===== src/common/link_mode_pkg.sv =====
// shared constants for the link mode and power control block
package link_mode_pkg;

  // three-level strap encodings after sampling
  localparam logic [1:0] LVL_LOW  = 2'h0;
  localparam logic [1:0] LVL_MID  = 2'h1;
  localparam logic [1:0] LVL_HIGH = 2'h2;

  // decoded field values
  localparam logic SEL_UART     = 1'h0;
  localparam logic SEL_I2C      = 1'h1;
  localparam logic CABLE_TP     = 1'h0;
  localparam logic CABLE_COAX   = 1'h1;

  // rates of the reverse channel in kbps
  localparam int RATE_ROBUST_KBPS = 500;
  localparam int RATE_FAST_KBPS   = 1000;
  localparam int RATE_LEGACY_KBPS = 1000;
  localparam logic [10:0] RATE_ROBUST = 11'h1f4;
  localparam logic [10:0] RATE_FAST   = 11'h3e8;
  localparam logic [10:0] RATE_LEGACY = 11'h3e8;

  // clock and blackout times
  localparam int CLK_PERIOD_PS    = 8000;
  localparam int LOCAL_MODE_US    = 500;
  localparam int REMOTE_MODE_US   = 1920;
  localparam int RX_POWERUP_US    = 2000;
  localparam int LOCAL_MODE_CYC   = (LOCAL_MODE_US * 1000 + CLK_PERIOD_PS - 1)
                                    / CLK_PERIOD_PS;
  localparam int REMOTE_MODE_CYC  = (REMOTE_MODE_US * 1000 + CLK_PERIOD_PS - 1)
                                    / CLK_PERIOD_PS;
  localparam int RX_POWERUP_CYC   = (RX_POWERUP_US * 1000 + CLK_PERIOD_PS - 1)
                                    / CLK_PERIOD_PS;

  // sequencer states
  typedef enum logic [3:0] {
    ST_LATCH = 4'h1,
    ST_IDLE  = 4'h2,
    ST_CFG   = 4'h4,
    ST_VIDEO = 4'h8
  } link_state_t;

endpackage


===== src/logic/link_mode_power_control.sv =====
// mode, strap latch, sleep and link sequencing of the serializer
`timescale 1ns/100ps
module link_mode_power_control
  import link_mode_pkg::*;
#(
  parameter int LOCAL_CYC  = LOCAL_MODE_CYC,
  parameter int REMOTE_CYC = REMOTE_MODE_CYC,
  parameter int RXPWR_CYC  = RX_POWERUP_CYC
) (
  input  wire logic       mclk_i,             // pixel or oscillator clock
  input  wire logic       rst_i,              // async reset, active high
  input  wire logic       powerdown_n_i,      // power-down pin, low active
  input  wire logic [1:0] strap_p0_i,         // strap 0 level code
  input  wire logic [1:0] strap_p1_i,         // strap 1 level code
  input  wire logic [1:0] strap_p2_i,         // strap 2 level code
  input  wire logic [1:0] strap_p3_i,         // strap 3 level code
  input  wire logic       robust_strap_pin_i, // robust mode strap
  input  wire logic [1:0] width_strap_i,      // width strap level code
  input  wire logic       app_direction_strap_i, // application direction
  input  wire logic       wr_i,               // control bit write strobe
  input  wire logic       rate_select_i,      // new rate select
  input  wire logic       spread_en_i,        // new spread enable
  input  wire logic       robust_rev_en_i,    // new robust mode bit
  input  wire logic       rev_double_rate_i,  // new double rate bit
  input  wire logic       rev_enable_pos_i,   // new pos output enable
  input  wire logic       rev_enable_neg_i,   // new neg output enable
  input  wire logic       sleep_i,            // new sleep bit
  input  wire logic       remote_wake_off_i,  // new remote wake disable
  input  wire logic       cfg_link_en_i,      // new config link enable
  input  wire logic       video_link_en_i,    // new video link enable
  input  wire logic       remote_mode_chg_i,  // receiver mode bit changed
  input  wire logic       rx_powerup_i,       // receiver came up late
  input  wire logic       wake_cmd_i,         // wake command seen on line
  input  wire logic       local_cmd_i,        // local channel command seen
  input  wire logic       link_locked_i,      // video or config link up
  input  wire logic       req_pos_i,          // channel request, pos side
  input  wire logic       req_neg_i,          // channel request, neg side
  output logic            ctrl_chan_sel_o,    // 0 uart, 1 i2c
  output logic            spread_en_o,        // spread enabled
  output logic            rate_select_o,      // 0 high rate, 1 low rate
  output logic            cable_type_o,       // 0 tp, 1 coax
  output logic            auto_launch_o,      // 1 no autostart
  output logic            edge_select_o,      // 1 falling edge
  output logic            robust_rev_en_o,    // robust mode active
  output logic            rev_double_rate_o,  // double rate bit
  output logic [10:0]     rev_rate_kbps_o,    // reverse rate in kbps
  output logic [1:0]      width_o,            // latched width strap
  output logic            rev_enable_pos_o,   // reverse link on pos output
  output logic            rev_enable_neg_o,   // reverse link on neg output
  output logic            out_pos_en_o,       // pos serial driver enable
  output logic            out_neg_en_o,       // neg serial driver enable
  output logic            asleep_o,           // device in sleep
  output logic            prot_clear_o,       // clear protection regs
  output logic            osc_clk_sel_o,      // run on internal oscillator
  output logic            video_link_o,       // video link attempting lock
  output logic            chan_ready_o,       // control channel usable
  output logic            grant_pos_o,        // channel grant, pos side: arbitrated in uart, shared in i2c
  output logic            grant_neg_o         // channel grant, neg side, coax only: arbitrated in uart, shared in i2c
);

  logic       pd_n;
  logic [1:0] s0;
  logic [1:0] s1;
  logic [1:0] s2;
  logic [1:0] s3;
  logic       rstrap;
  logic [1:0] wstrap;

  pin_sync3 #(.W(12)) u_sync (
    .mclk_i (mclk_i),
    .rst_i  (rst_i),
    .d_i    ({powerdown_n_i, strap_p3_i, strap_p2_i, strap_p1_i,
              strap_p0_i, robust_strap_pin_i, width_strap_i}),
    .q_o    ({pd_n, s3, s2, s1, s0, rstrap, wstrap})
  );

  function automatic logic is_mid(input logic [1:0] l);
    return l == LVL_MID;
  endfunction

  function automatic logic is_high(input logic [1:0] l);
    return l == LVL_HIGH;
  endfunction

  link_state_t state_r;
  link_state_t state_nxt;
  logic        in_pd;
  logic        sleep_r;
  logic        wake_off_r;
  logic        pos_en_r;
  logic        neg_en_r;
  logic        cfg_en_r;
  logic        vid_en_r;
  logic        robust_r;
  logic        dbl_r;
  logic        owner_r;
  logic        busy_r;
  logic [17:0] black_r;
  logic        wake_ok;

  // power-down holds everything in reset; strap latch on release
  assign in_pd = !pd_n;

  always_comb begin
    state_nxt = state_r;
    case (state_r)
      ST_LATCH: state_nxt = ST_IDLE;
      ST_IDLE: begin
        if (vid_en_r) begin
          state_nxt = ST_VIDEO;
        end else if (cfg_en_r) begin
          state_nxt = ST_CFG;
        end
      end
      ST_CFG: begin
        if (vid_en_r) begin
          state_nxt = ST_VIDEO;
        end else if (!cfg_en_r) begin
          state_nxt = ST_IDLE;
        end
      end
      ST_VIDEO: begin
        if (!vid_en_r) begin
          state_nxt = ST_IDLE;
        end
      end
      default: state_nxt = ST_LATCH;
    endcase
  end

  always_ff @(posedge mclk_i or posedge rst_i) begin
    if (rst_i) begin
      state_r <= ST_LATCH;
    end else if (in_pd) begin
      state_r <= ST_LATCH;
    end else begin
      state_r <= state_nxt;
    end
  end

  // strap-derived fields, latched in the first cycle after power-down
  always_ff @(posedge mclk_i or posedge rst_i) begin
    if (rst_i) begin
      ctrl_chan_sel_o <= SEL_UART;
      spread_en_o     <= 1'h0;
      rate_select_o   <= 1'h0;
      cable_type_o    <= CABLE_TP;
      auto_launch_o   <= 1'h0;
      edge_select_o   <= 1'h0;
      width_o         <= LVL_LOW;
    end else if (in_pd) begin
      ctrl_chan_sel_o <= SEL_UART;
      spread_en_o     <= 1'h0;
      rate_select_o   <= 1'h0;
      cable_type_o    <= CABLE_TP;
      auto_launch_o   <= 1'h0;
      edge_select_o   <= 1'h0;
      width_o         <= LVL_LOW;
    end else if (state_r == ST_LATCH) begin
      ctrl_chan_sel_o <= is_mid(s1) || is_mid(s0);
      spread_en_o     <= is_high(s1) || (is_mid(s1) && is_high(s0));
      rate_select_o   <= is_high(s0) || (is_mid(s0) && s1 == LVL_LOW);
      cable_type_o    <= is_mid(s3) || is_mid(s2);
      auto_launch_o   <= is_high(s3) || (is_mid(s3) && is_high(s2));
      edge_select_o   <= is_high(s2) || (is_mid(s2) && s3 == LVL_LOW);
      width_o         <= wstrap;
    end else if (wr_i) begin
      rate_select_o   <= rate_select_i;
      spread_en_o     <= spread_en_i;
    end
  end

  // robust mode selection and its blackout
  always_ff @(posedge mclk_i or posedge rst_i) begin
    if (rst_i) begin
      robust_r <= 1'h0;
      dbl_r    <= 1'h0;
    end else if (in_pd) begin
      robust_r <= 1'h0;
      dbl_r    <= 1'h0;
    end else if (state_r == ST_LATCH) begin
      robust_r <= rstrap;
    end else if (wr_i) begin
      robust_r <= robust_rev_en_i;
      dbl_r    <= rev_double_rate_i;
    end
  end

  assign robust_rev_en_o   = robust_r;
  assign rev_double_rate_o = dbl_r;
  assign rev_rate_kbps_o   = !robust_r ? RATE_LEGACY :
                             (dbl_r ? RATE_FAST : RATE_ROBUST);

  always_ff @(posedge mclk_i or posedge rst_i) begin
    if (rst_i) begin
      black_r <= '0;
    end else if (in_pd) begin
      black_r <= '0;
    end else if (wr_i && robust_rev_en_i != robust_r
                 && state_r != ST_LATCH) begin
      black_r <= 18'(LOCAL_CYC);
    end else if (remote_mode_chg_i) begin
      black_r <= 18'(REMOTE_CYC);
    end else if (rx_powerup_i) begin
      black_r <= 18'(RXPWR_CYC);
    end else if (black_r != '0) begin
      black_r <= black_r - 18'h1;
    end
  end

  // software control bits
  always_ff @(posedge mclk_i or posedge rst_i) begin
    if (rst_i) begin
      pos_en_r   <= 1'h1;
      neg_en_r   <= 1'h1;
      cfg_en_r   <= 1'h0;
      vid_en_r   <= 1'h0;
      wake_off_r <= 1'h0;
    end else if (in_pd) begin
      pos_en_r   <= 1'h1;
      neg_en_r   <= 1'h1;
      cfg_en_r   <= 1'h0;
      vid_en_r   <= 1'h0;
      wake_off_r <= 1'h0;
    end else if (state_r == ST_LATCH) begin
      // autostart decoded from the straps: auto_launch_o is loaded this edge
      vid_en_r   <= !(is_high(s3) || (is_mid(s3) && is_high(s2)));
    end else if (wr_i) begin
      pos_en_r   <= rev_enable_pos_i;
      neg_en_r   <= rev_enable_neg_i;
      cfg_en_r   <= cfg_link_en_i;
      vid_en_r   <= video_link_en_i;
      wake_off_r <= remote_wake_off_i;
    end
  end

  assign rev_enable_pos_o = pos_en_r;
  assign rev_enable_neg_o = neg_en_r;

  // sleep: immediate on write, woken by local command or, on twisted pair with remote wake on, by remote command
  assign wake_ok = (local_cmd_i ||
                    (wake_cmd_i && !wake_off_r && cable_type_o == CABLE_TP));

  always_ff @(posedge mclk_i or posedge rst_i) begin
    if (rst_i) begin
      sleep_r <= 1'h0;
    end else if (in_pd || state_r == ST_LATCH) begin
      sleep_r <= 1'h0;
    end else if (wr_i) begin
      sleep_r <= sleep_i;
    end else if (sleep_r && wake_ok) begin
      sleep_r <= 1'h0;
    end
  end

  assign asleep_o     = sleep_r;
  assign prot_clear_o = sleep_r || in_pd;

  // drivers: coax uses both outputs, tp only pos; off in power-down
  assign out_pos_en_o  = !in_pd && !sleep_r;
  assign out_neg_en_o  = !in_pd && !sleep_r && cable_type_o;
  assign osc_clk_sel_o = state_r == ST_CFG;
  assign video_link_o  = state_r == ST_VIDEO;

  assign chan_ready_o = (state_r == ST_CFG || state_r == ST_VIDEO)
                        && link_locked_i && black_r == '0 && !sleep_r;

  // uart arbitration between two receivers, held while busy
  always_ff @(posedge mclk_i or posedge rst_i) begin
    if (rst_i) begin
      owner_r <= 1'h0;
      busy_r  <= 1'h0;
    end else if (in_pd) begin
      owner_r <= 1'h0;
      busy_r  <= 1'h0;
    end else if (!busy_r) begin
      if (req_pos_i && pos_en_r) begin
        owner_r <= 1'h0;
        busy_r  <= ctrl_chan_sel_o == SEL_UART;
      end else if (req_neg_i && neg_en_r) begin
        owner_r <= 1'h1;
        busy_r  <= ctrl_chan_sel_o == SEL_UART;
      end
    end else if (owner_r ? !req_neg_i : !req_pos_i) begin
      busy_r <= 1'h0;
    end
  end

  assign grant_pos_o = chan_ready_o && pos_en_r &&
                       (ctrl_chan_sel_o == SEL_I2C || (busy_r && !owner_r));
  assign grant_neg_o = chan_ready_o && neg_en_r && cable_type_o &&
                       (ctrl_chan_sel_o == SEL_I2C || (busy_r && owner_r));

  a_uart_single_grant: assert property (@(posedge mclk_i) disable iff (rst_i)
    ctrl_chan_sel_o == SEL_UART |-> !(grant_pos_o && grant_neg_o))
    else $error("both sides granted in uart mode");
  a_pd_tristate: assert property (@(posedge mclk_i) disable iff (rst_i)
    in_pd |-> !out_pos_en_o && !out_neg_en_o)
    else $error("driver enabled in power-down");
  a_tp_neg_off: assert property (@(posedge mclk_i) disable iff (rst_i)
    !cable_type_o |-> !out_neg_en_o && !grant_neg_o)
    else $error("neg output used in twisted pair");
  a_sleep_now: assert property (@(posedge mclk_i) disable iff (rst_i)
    wr_i && sleep_i && !in_pd && state_r != ST_LATCH |=> asleep_o)
    else $error("sleep not entered at once");
  a_no_sleep_latch: assert property (@(posedge mclk_i) disable iff (rst_i)
    state_r == ST_LATCH |=> !asleep_o)
    else $error("powered up asleep");
  a_local_blackout: assert property (@(posedge mclk_i) disable iff (rst_i)
    wr_i && robust_rev_en_i != robust_r && !in_pd && state_r != ST_LATCH
    |=> !chan_ready_o [*8])
    else $error("channel ready in mode blackout");
  a_video_override: assert property (@(posedge mclk_i) disable iff (rst_i)
    state_r == ST_CFG && vid_en_r && !in_pd |=> video_link_o)
    else $error("video link did not override");
  a_ready_needs_lock: assert property (@(posedge mclk_i) disable iff (rst_i)
    chan_ready_o |-> link_locked_i && black_r == '0)
    else $error("channel ready without link");
  a_rate_robust: assert property (@(posedge mclk_i) disable iff (rst_i)
    robust_r && !dbl_r |-> rev_rate_kbps_o == RATE_ROBUST)
    else $error("robust rate wrong");
  a_strap_i2c: assert property (@(posedge mclk_i) disable iff (rst_i)
    state_r == ST_LATCH && !in_pd && is_mid(s0) |=> ctrl_chan_sel_o)
    else $error("mid strap not i2c");

endmodule


===== src/logic/pin_sync3.sv =====
// three-stage synchroniser for pin inputs with agreement check
`timescale 1ns/100ps
module pin_sync3 #(
  parameter int W = 1
) (
  input  wire logic         mclk_i,   // core clock
  input  wire logic         rst_i,    // async reset, active high
  input  wire logic [W-1:0] d_i,      // raw pin level
  output logic      [W-1:0] q_o       // filtered level
);
  logic [W-1:0] s1_r;
  logic [W-1:0] s2_r;
  logic [W-1:0] s3_r;
  logic [W-1:0] q_r;

  always_ff @(posedge mclk_i or posedge rst_i) begin
    if (rst_i) begin
      s1_r <= '0;
      s2_r <= '0;
      s3_r <= '0;
    end else begin
      s1_r <= d_i;
      s2_r <= s1_r;
      s3_r <= s2_r;
    end
  end

  // a change counts once stages two and three agree
  always_ff @(posedge mclk_i or posedge rst_i) begin
    if (rst_i) begin
      q_r <= '0;
    end else begin
      for (int i = 0; i < W; i++) begin
        if (s2_r[i] == s3_r[i]) begin
          q_r[i] <= s3_r[i];
        end
      end
    end
  end

  assign q_o = q_r;
endmodule


===== config.mk =====
export PLATFORM = sky130hd
export DESIGN_NAME = link_mode_power_control
export DESIGN_NICKNAME = d
export VERILOG_FILES = /design/src/common/link_mode_pkg.sv /design/src/logic/link_mode_power_control.sv /design/src/logic/pin_sync3.sv
export SDC_FILE = /design/constraint.sdc
export NUM_CORES = 1
export LEC_CHECK = 0
export BUFFER_PORTS_ARGS = -buffer_cell sky130_fd_sc_hd__buf_4
export CAP_MARGIN = 20
export CORE_ASPECT_RATIO = 2
export CORE_MARGIN = 5
export CORE_UTILIZATION = 60
export DETAILED_ROUTE_END_ITERATION = 8
export PLACE_DENSITY = 0.87
export SYNTH_ARGS = -nofsm -noshare
export SYNTH_HDL_FRONTEND = slang
export SYNTH_SLANG_ARGS = --single-unit

===== constraint.sdc =====
create_clock -name mclk_i -period 4.7 [get_ports mclk_i]
set_input_delay 0.94 -clock mclk_i [delete_from_list [all_inputs] [get_ports mclk_i]]
set_output_delay 0.94 -clock mclk_i [all_outputs]
set_load 0.05 [all_outputs]

* Word level (Yosys, flattened, before mapping)
Cells that the tools add are included.
** Storage, ports and cells
- Input bits :: 33
- Word-level logic and storage cells :: 187
- Bits in registers :: 88
** Cells by class
- Add/sub/neg operators :: 1
- Eq/ne operators :: 36
- Reductions and logical operators :: 50
- Bitwise operators :: 2
- Multiplexer cells :: 64
** Operators with widths (number)
- 2-to-1 mux 18 bit :: 5
- 2-to-1 mux 1 bit :: 48
- 2-to-1 mux 4 bit :: 6
- logical AND 1 bit :: 23
- 2-to-1 mux 10 bit :: 2
- logical NOT 18 bit :: 1
- nonzero test 18 bit :: 1
- subtractor 18 x 1 -> 18 bit (second input constant) :: 1
- one-hot mux 4 bit (4 select lines) :: 1
- == test 1 bit :: 12
- logical OR 1 bit :: 12
- != test 3 bit (second input constant) :: 3
- == test 2 x 1 -> 1 bit (second input constant) :: 4
- == test 2 bit (second input constant) :: 4
- != test 2 bit (second input constant) :: 4
- != test 4 bit (second input constant) :: 2
- logical NOT 1 bit :: 7
- != test 5 bit (second input constant) :: 1
- == test 4 x 1 -> 1 bit (second input constant) :: 1
- == test 4 x 2 -> 1 bit (second input constant) :: 1
- == test 4 x 3 -> 1 bit (second input constant) :: 1
- == test 4 bit (second input constant) :: 1
- logical NOT 2 bit :: 2
- 2-to-1 mux 2 bit :: 2
- 6 further kinds :: 8

* Depth between registers and ports, before layout
- Word-level depth :: 8
- Gate-level depth with buffers :: 7

* Hierarchy
A second synthesis with hierarchy kept.
** Second synthesis, totals
- Cells, all modules :: 329
- Area, all modules :: 3773.6 µm²
** By module, submodules not included
- link_mode_power_control :: sequential area each 1004.7 µm², instances 1, cells an instance 268, area an instance 2433.6 µm²
- pin_sync3 :: sequential area each 1201.2 µm², instances 1, cells an instance 61, area an instance 1340.0 µm²

* Least setup slack after synthesis
No wires, ideal clock.
- Path type :: register -> output
- From :: register black_r[0]
- To :: output port grant_neg_o
- Cell stages (with the launch flop) :: 8
- Data arrival time :: 2.637 ns
- Slack :: 1.123 ns
- Path buffers :: 0
- Cells stage by stage :: dfrtp_1 inv_1 ha_1 nor4b_4 nand4_2 nor3_4 nand3_2 nor3_1
** Between the ends
- Cells in the longest elaborated chain, start to end :: 6
** RTL lines
- start: declaration :: line link_mode_power_control.sv:98 : logic [17:0] black_r;
- start signal: assignment :: line link_mode_power_control.sv:201 : black_r <= 18'(LOCAL_CYC);
- start signal: assignment :: line link_mode_power_control.sv:203 : black_r <= 18'(REMOTE_CYC);
- start signal: assignment :: line link_mode_power_control.sv:205 : black_r <= 18'(RXPWR_CYC);
- logical NOT 18 bit :: line link_mode_power_control.sv:266 : && link_locked_i && black_r == '0 && !sleep_r;
- logical AND 1 bit (2 in a row) :: line link_mode_power_control.sv:266
- logical AND 1 bit (3 in a row) :: line link_mode_power_control.sv:291 : assign grant_neg_o = chan_ready_o && neg_en_r && cable_type_o &&
- end: declaration :: line link_mode_power_control.sv:58 : output logic grant_neg_o
No other way between the ends.

* Worst setup path in the final report
Ends and elaborated chain as after synthesis.

==> reports/results.txt <==
root buf cell = clkbuf_16
clock sink count = 88
die area = 8070 sq um
final WL = 7.33 mm
Remaining DRCs = 0
CP required = 3760 ps
initial antenna violation count = 0
H-tree depth = 3
RR Endpoint = black_r[1]
Final Setup Violations = 0
Synth area leader = dfrtp_1
Hold WS = 343 ps
Area growth syn-to-layout = 20.3%
Post-synth top cells = dfrtp_1, nor2_1, nand2_1
global-route usage over all layers = 0.200
slowest CP cell = dfrtp_1
CTS max path bufs = 2
Max Clock Skew = 5.54 ps
CP Launch Type = register
Final Hold Viols = 0
vias in the first global route = 2655
worst skew pair latency = 330 ps
pin count of the biggest net entering global routing = 65
worst-margin pin slew = 1020 ps
Tmin final = 3580 ps
critical path depth = 8
Yosys warning count = 0
CP Launch Point = black_r[0]
worst min path class = reg2reg
Port Buffers = 56
effective utilization at floorplan = 0.608
top cell type's share of synthesized area = 0.564
Arr. time, crit path = 2640 ps
Slew Limit Fails = 0
NumNets Final = 409
syn avg cell area = 11.7 sq um
post-layout instance count excluding filler cells = 465
Setup Total Neg Slack = 0 ps
worst-path cell chain = inv_1 -> ha_1 -> nor4b_4 -> nand4_2 -> nor3_4 -> nand3_2 -> nor3_1 -> buf_4
Peak VDD IR = 0.000399 V
asr flop ratio synth = 1.00
Final Instance Area = 4540 sq um
most common cell in the netlist = dfrtp_1
worst relative slew slack = 0.321
mapped cell area = 3770 sq um
R2R cell count = 5
Power Density = 505 nW/um^2
fill count = 416
CTS tree = yes
initial DRC count = 180
Fmax achieved = 0.279 GHz
post-DP HPWL = 4.95 mm
Yosys cell types = 57
DIE WIDTH = 66.1 um
Core ar. = 6210 sq um
TritonCTS Buffers = 9
grt total ovfl = 0
Gate Count Post-Synth = 323
outcome = finished, final reports clean
Critical Path Sink = grant_neg_o
synthesized flop and latch total = 88
EDFF count, synth = 0
Clock Pin Slew Worst Setup and Hold Paths = 60 ps
CTS Hold Bufs = 0
Period Utilization, post-route = 0.762
largest cells by area after synthesis = dfrtp_1, maj3_1, nor2_1
Max Cap Viol = 0
crit-path max FO = 8
RePlAce Congestion = 0.826
Ant. Diodes = 0
DR vias/cell = 5.66
footprint of the multi-input gates = 1410 sq um
std cell rows = 41
wire per inst = 15.8 um
global-route wire length before repair = 12.3 mm
Top delay family on crit path = simple AND/OR/NAND/NOR gates
routed vias = 2633
placed cell count = 449
Synth Flop Type = dfrtp_1
RSZ-0062 raised after global routing = false
DP Area = 4200 sq um
share of cells above drive strength 1 = 0.259
reg-to-reg slack, setup = 2280 ps
Worst setup EP type = primary output
Post-CTS Setup Bufs = 0
Lkg Pwr = 2.08 nW
Reg area = 2210 sq um
# resized after CTS = 0
Die Height = 122 um
FF-to-FF Start = state_r[0]
CP Class = reg2out
sequential share of the synthesized area = 0.585
Crit path buffers/inverters = 2
ANT nets after route = 0
I/O pin count = 65
Max stage delay on crit path = 410 ps
DRT Pass-1 Iters = 4
## report_power, final
| part | total [mW] | switching, mW | internal (mW) | leakage, nW |
|---|---|---|---|---|
| combinational | 0.629 | 0.413 | 0.217 | 0.848 |
| sequential | 0.948 | 0.0969 | 0.851 | 1.09 |
| clock | 0.712 | 0.274 | 0.438 | 0.144 |
| total | 2.29 | 0.783 | 1.51 | 2.08 |
## cells by family after synthesis
| logic type | after synthesis | share of synthesized area |
|---|---|---|
| simple gates | 114 | 0.179 |
| xor+xnor | 15 | 0.0348 |
| flops | 88 | 0.585 |
| compound gates | 49 | 0.0962 |
| mux | 7 | 0.0192 |
| fa+ha+maj | 13 | 0.0352 |
| buf+inv | 35 | 0.0488 |
| other cells | 2 | 0.00199 |
## layout make-up
type                            instances  area share
Sequential cell                        88       0.486
Timing Repair Buffer                   59       0.102
Inverter                               12      0.0102
Multi-Input combinational cell        205       0.310
Clock inverter                          4      0.0119
Clock buffer                           11      0.0557
Tap cell                               86      0.0237
## stage by stage
step / power (mW) / util / worst slack, ps
6_report: 2.29 / 0.731 / 1120
5_1_grt: 2.41 / 0.731 / 959
4_1_cts: 2.30 / 0.726 / 1150
3_5_place_dp: 1.58 / 0.677 / 1560
3_3_place_gp: 1.55 / 0.677 / 1650
2_1_floorplan: 1.42 / - / 1120
## worst min path at each step
stage | depth (start not counted) | end | slack, ps | startpoint
after floorplan | 0 | u_sync.s2_r[0] | 330 | u_sync.s1_r[0]
after global placement | 0 | u_sync.s2_r[4] | 330 | u_sync.s1_r[4]
after detailed placement | 0 | u_sync.s2_r[0] | 330 | u_sync.s1_r[0]
after CTS | 0 | u_sync.s2_r[10] | 350 | u_sync.s1_r[10]
after global routing | 0 | u_sync.s2_r[6] | 360 | u_sync.s1_r[6]
final | 0 | u_sync.s2_r[10] | 340 | u_sync.s1_r[10]
## state kept, by name, indices dropped and copies added (netlist names), 2 cells and up
signal,count
black_r,18
u_sync.q_o,12
u_sync.s1_r,12
u_sync.s2_r,12
u_sync.s3_r,12
state_r,4
width_o,2
## worst reg2reg max path, cell delays in order (launching register included)
cell and delay (ps):
dfstp_2 620, or4b_1 790, nand3_2 260, nand3_2 260
nor3_2 220, mux2i_1 200
## routing by layer
layer	routed length [um]	vias up	global-route usage
li1	-	1216	-
met1	2880	1312	0.249
met2	3770	89	0.321
met3	499	16	0.0526
met4	177	0	0.0980
met5	0	-	0
## cell usage in the layout, fill, tap and decap left out, drive strengths merged, types with 8 or more instances in the layout
master,count
dfrtp,85
maj3,12
clkbuf,11
nand2,26
buf,59
a21oi,11
xor2,8
inv,11
nand3,13
o21ai,12
nor2,27
nor3,9
Power figures use the tool's default switching activity.
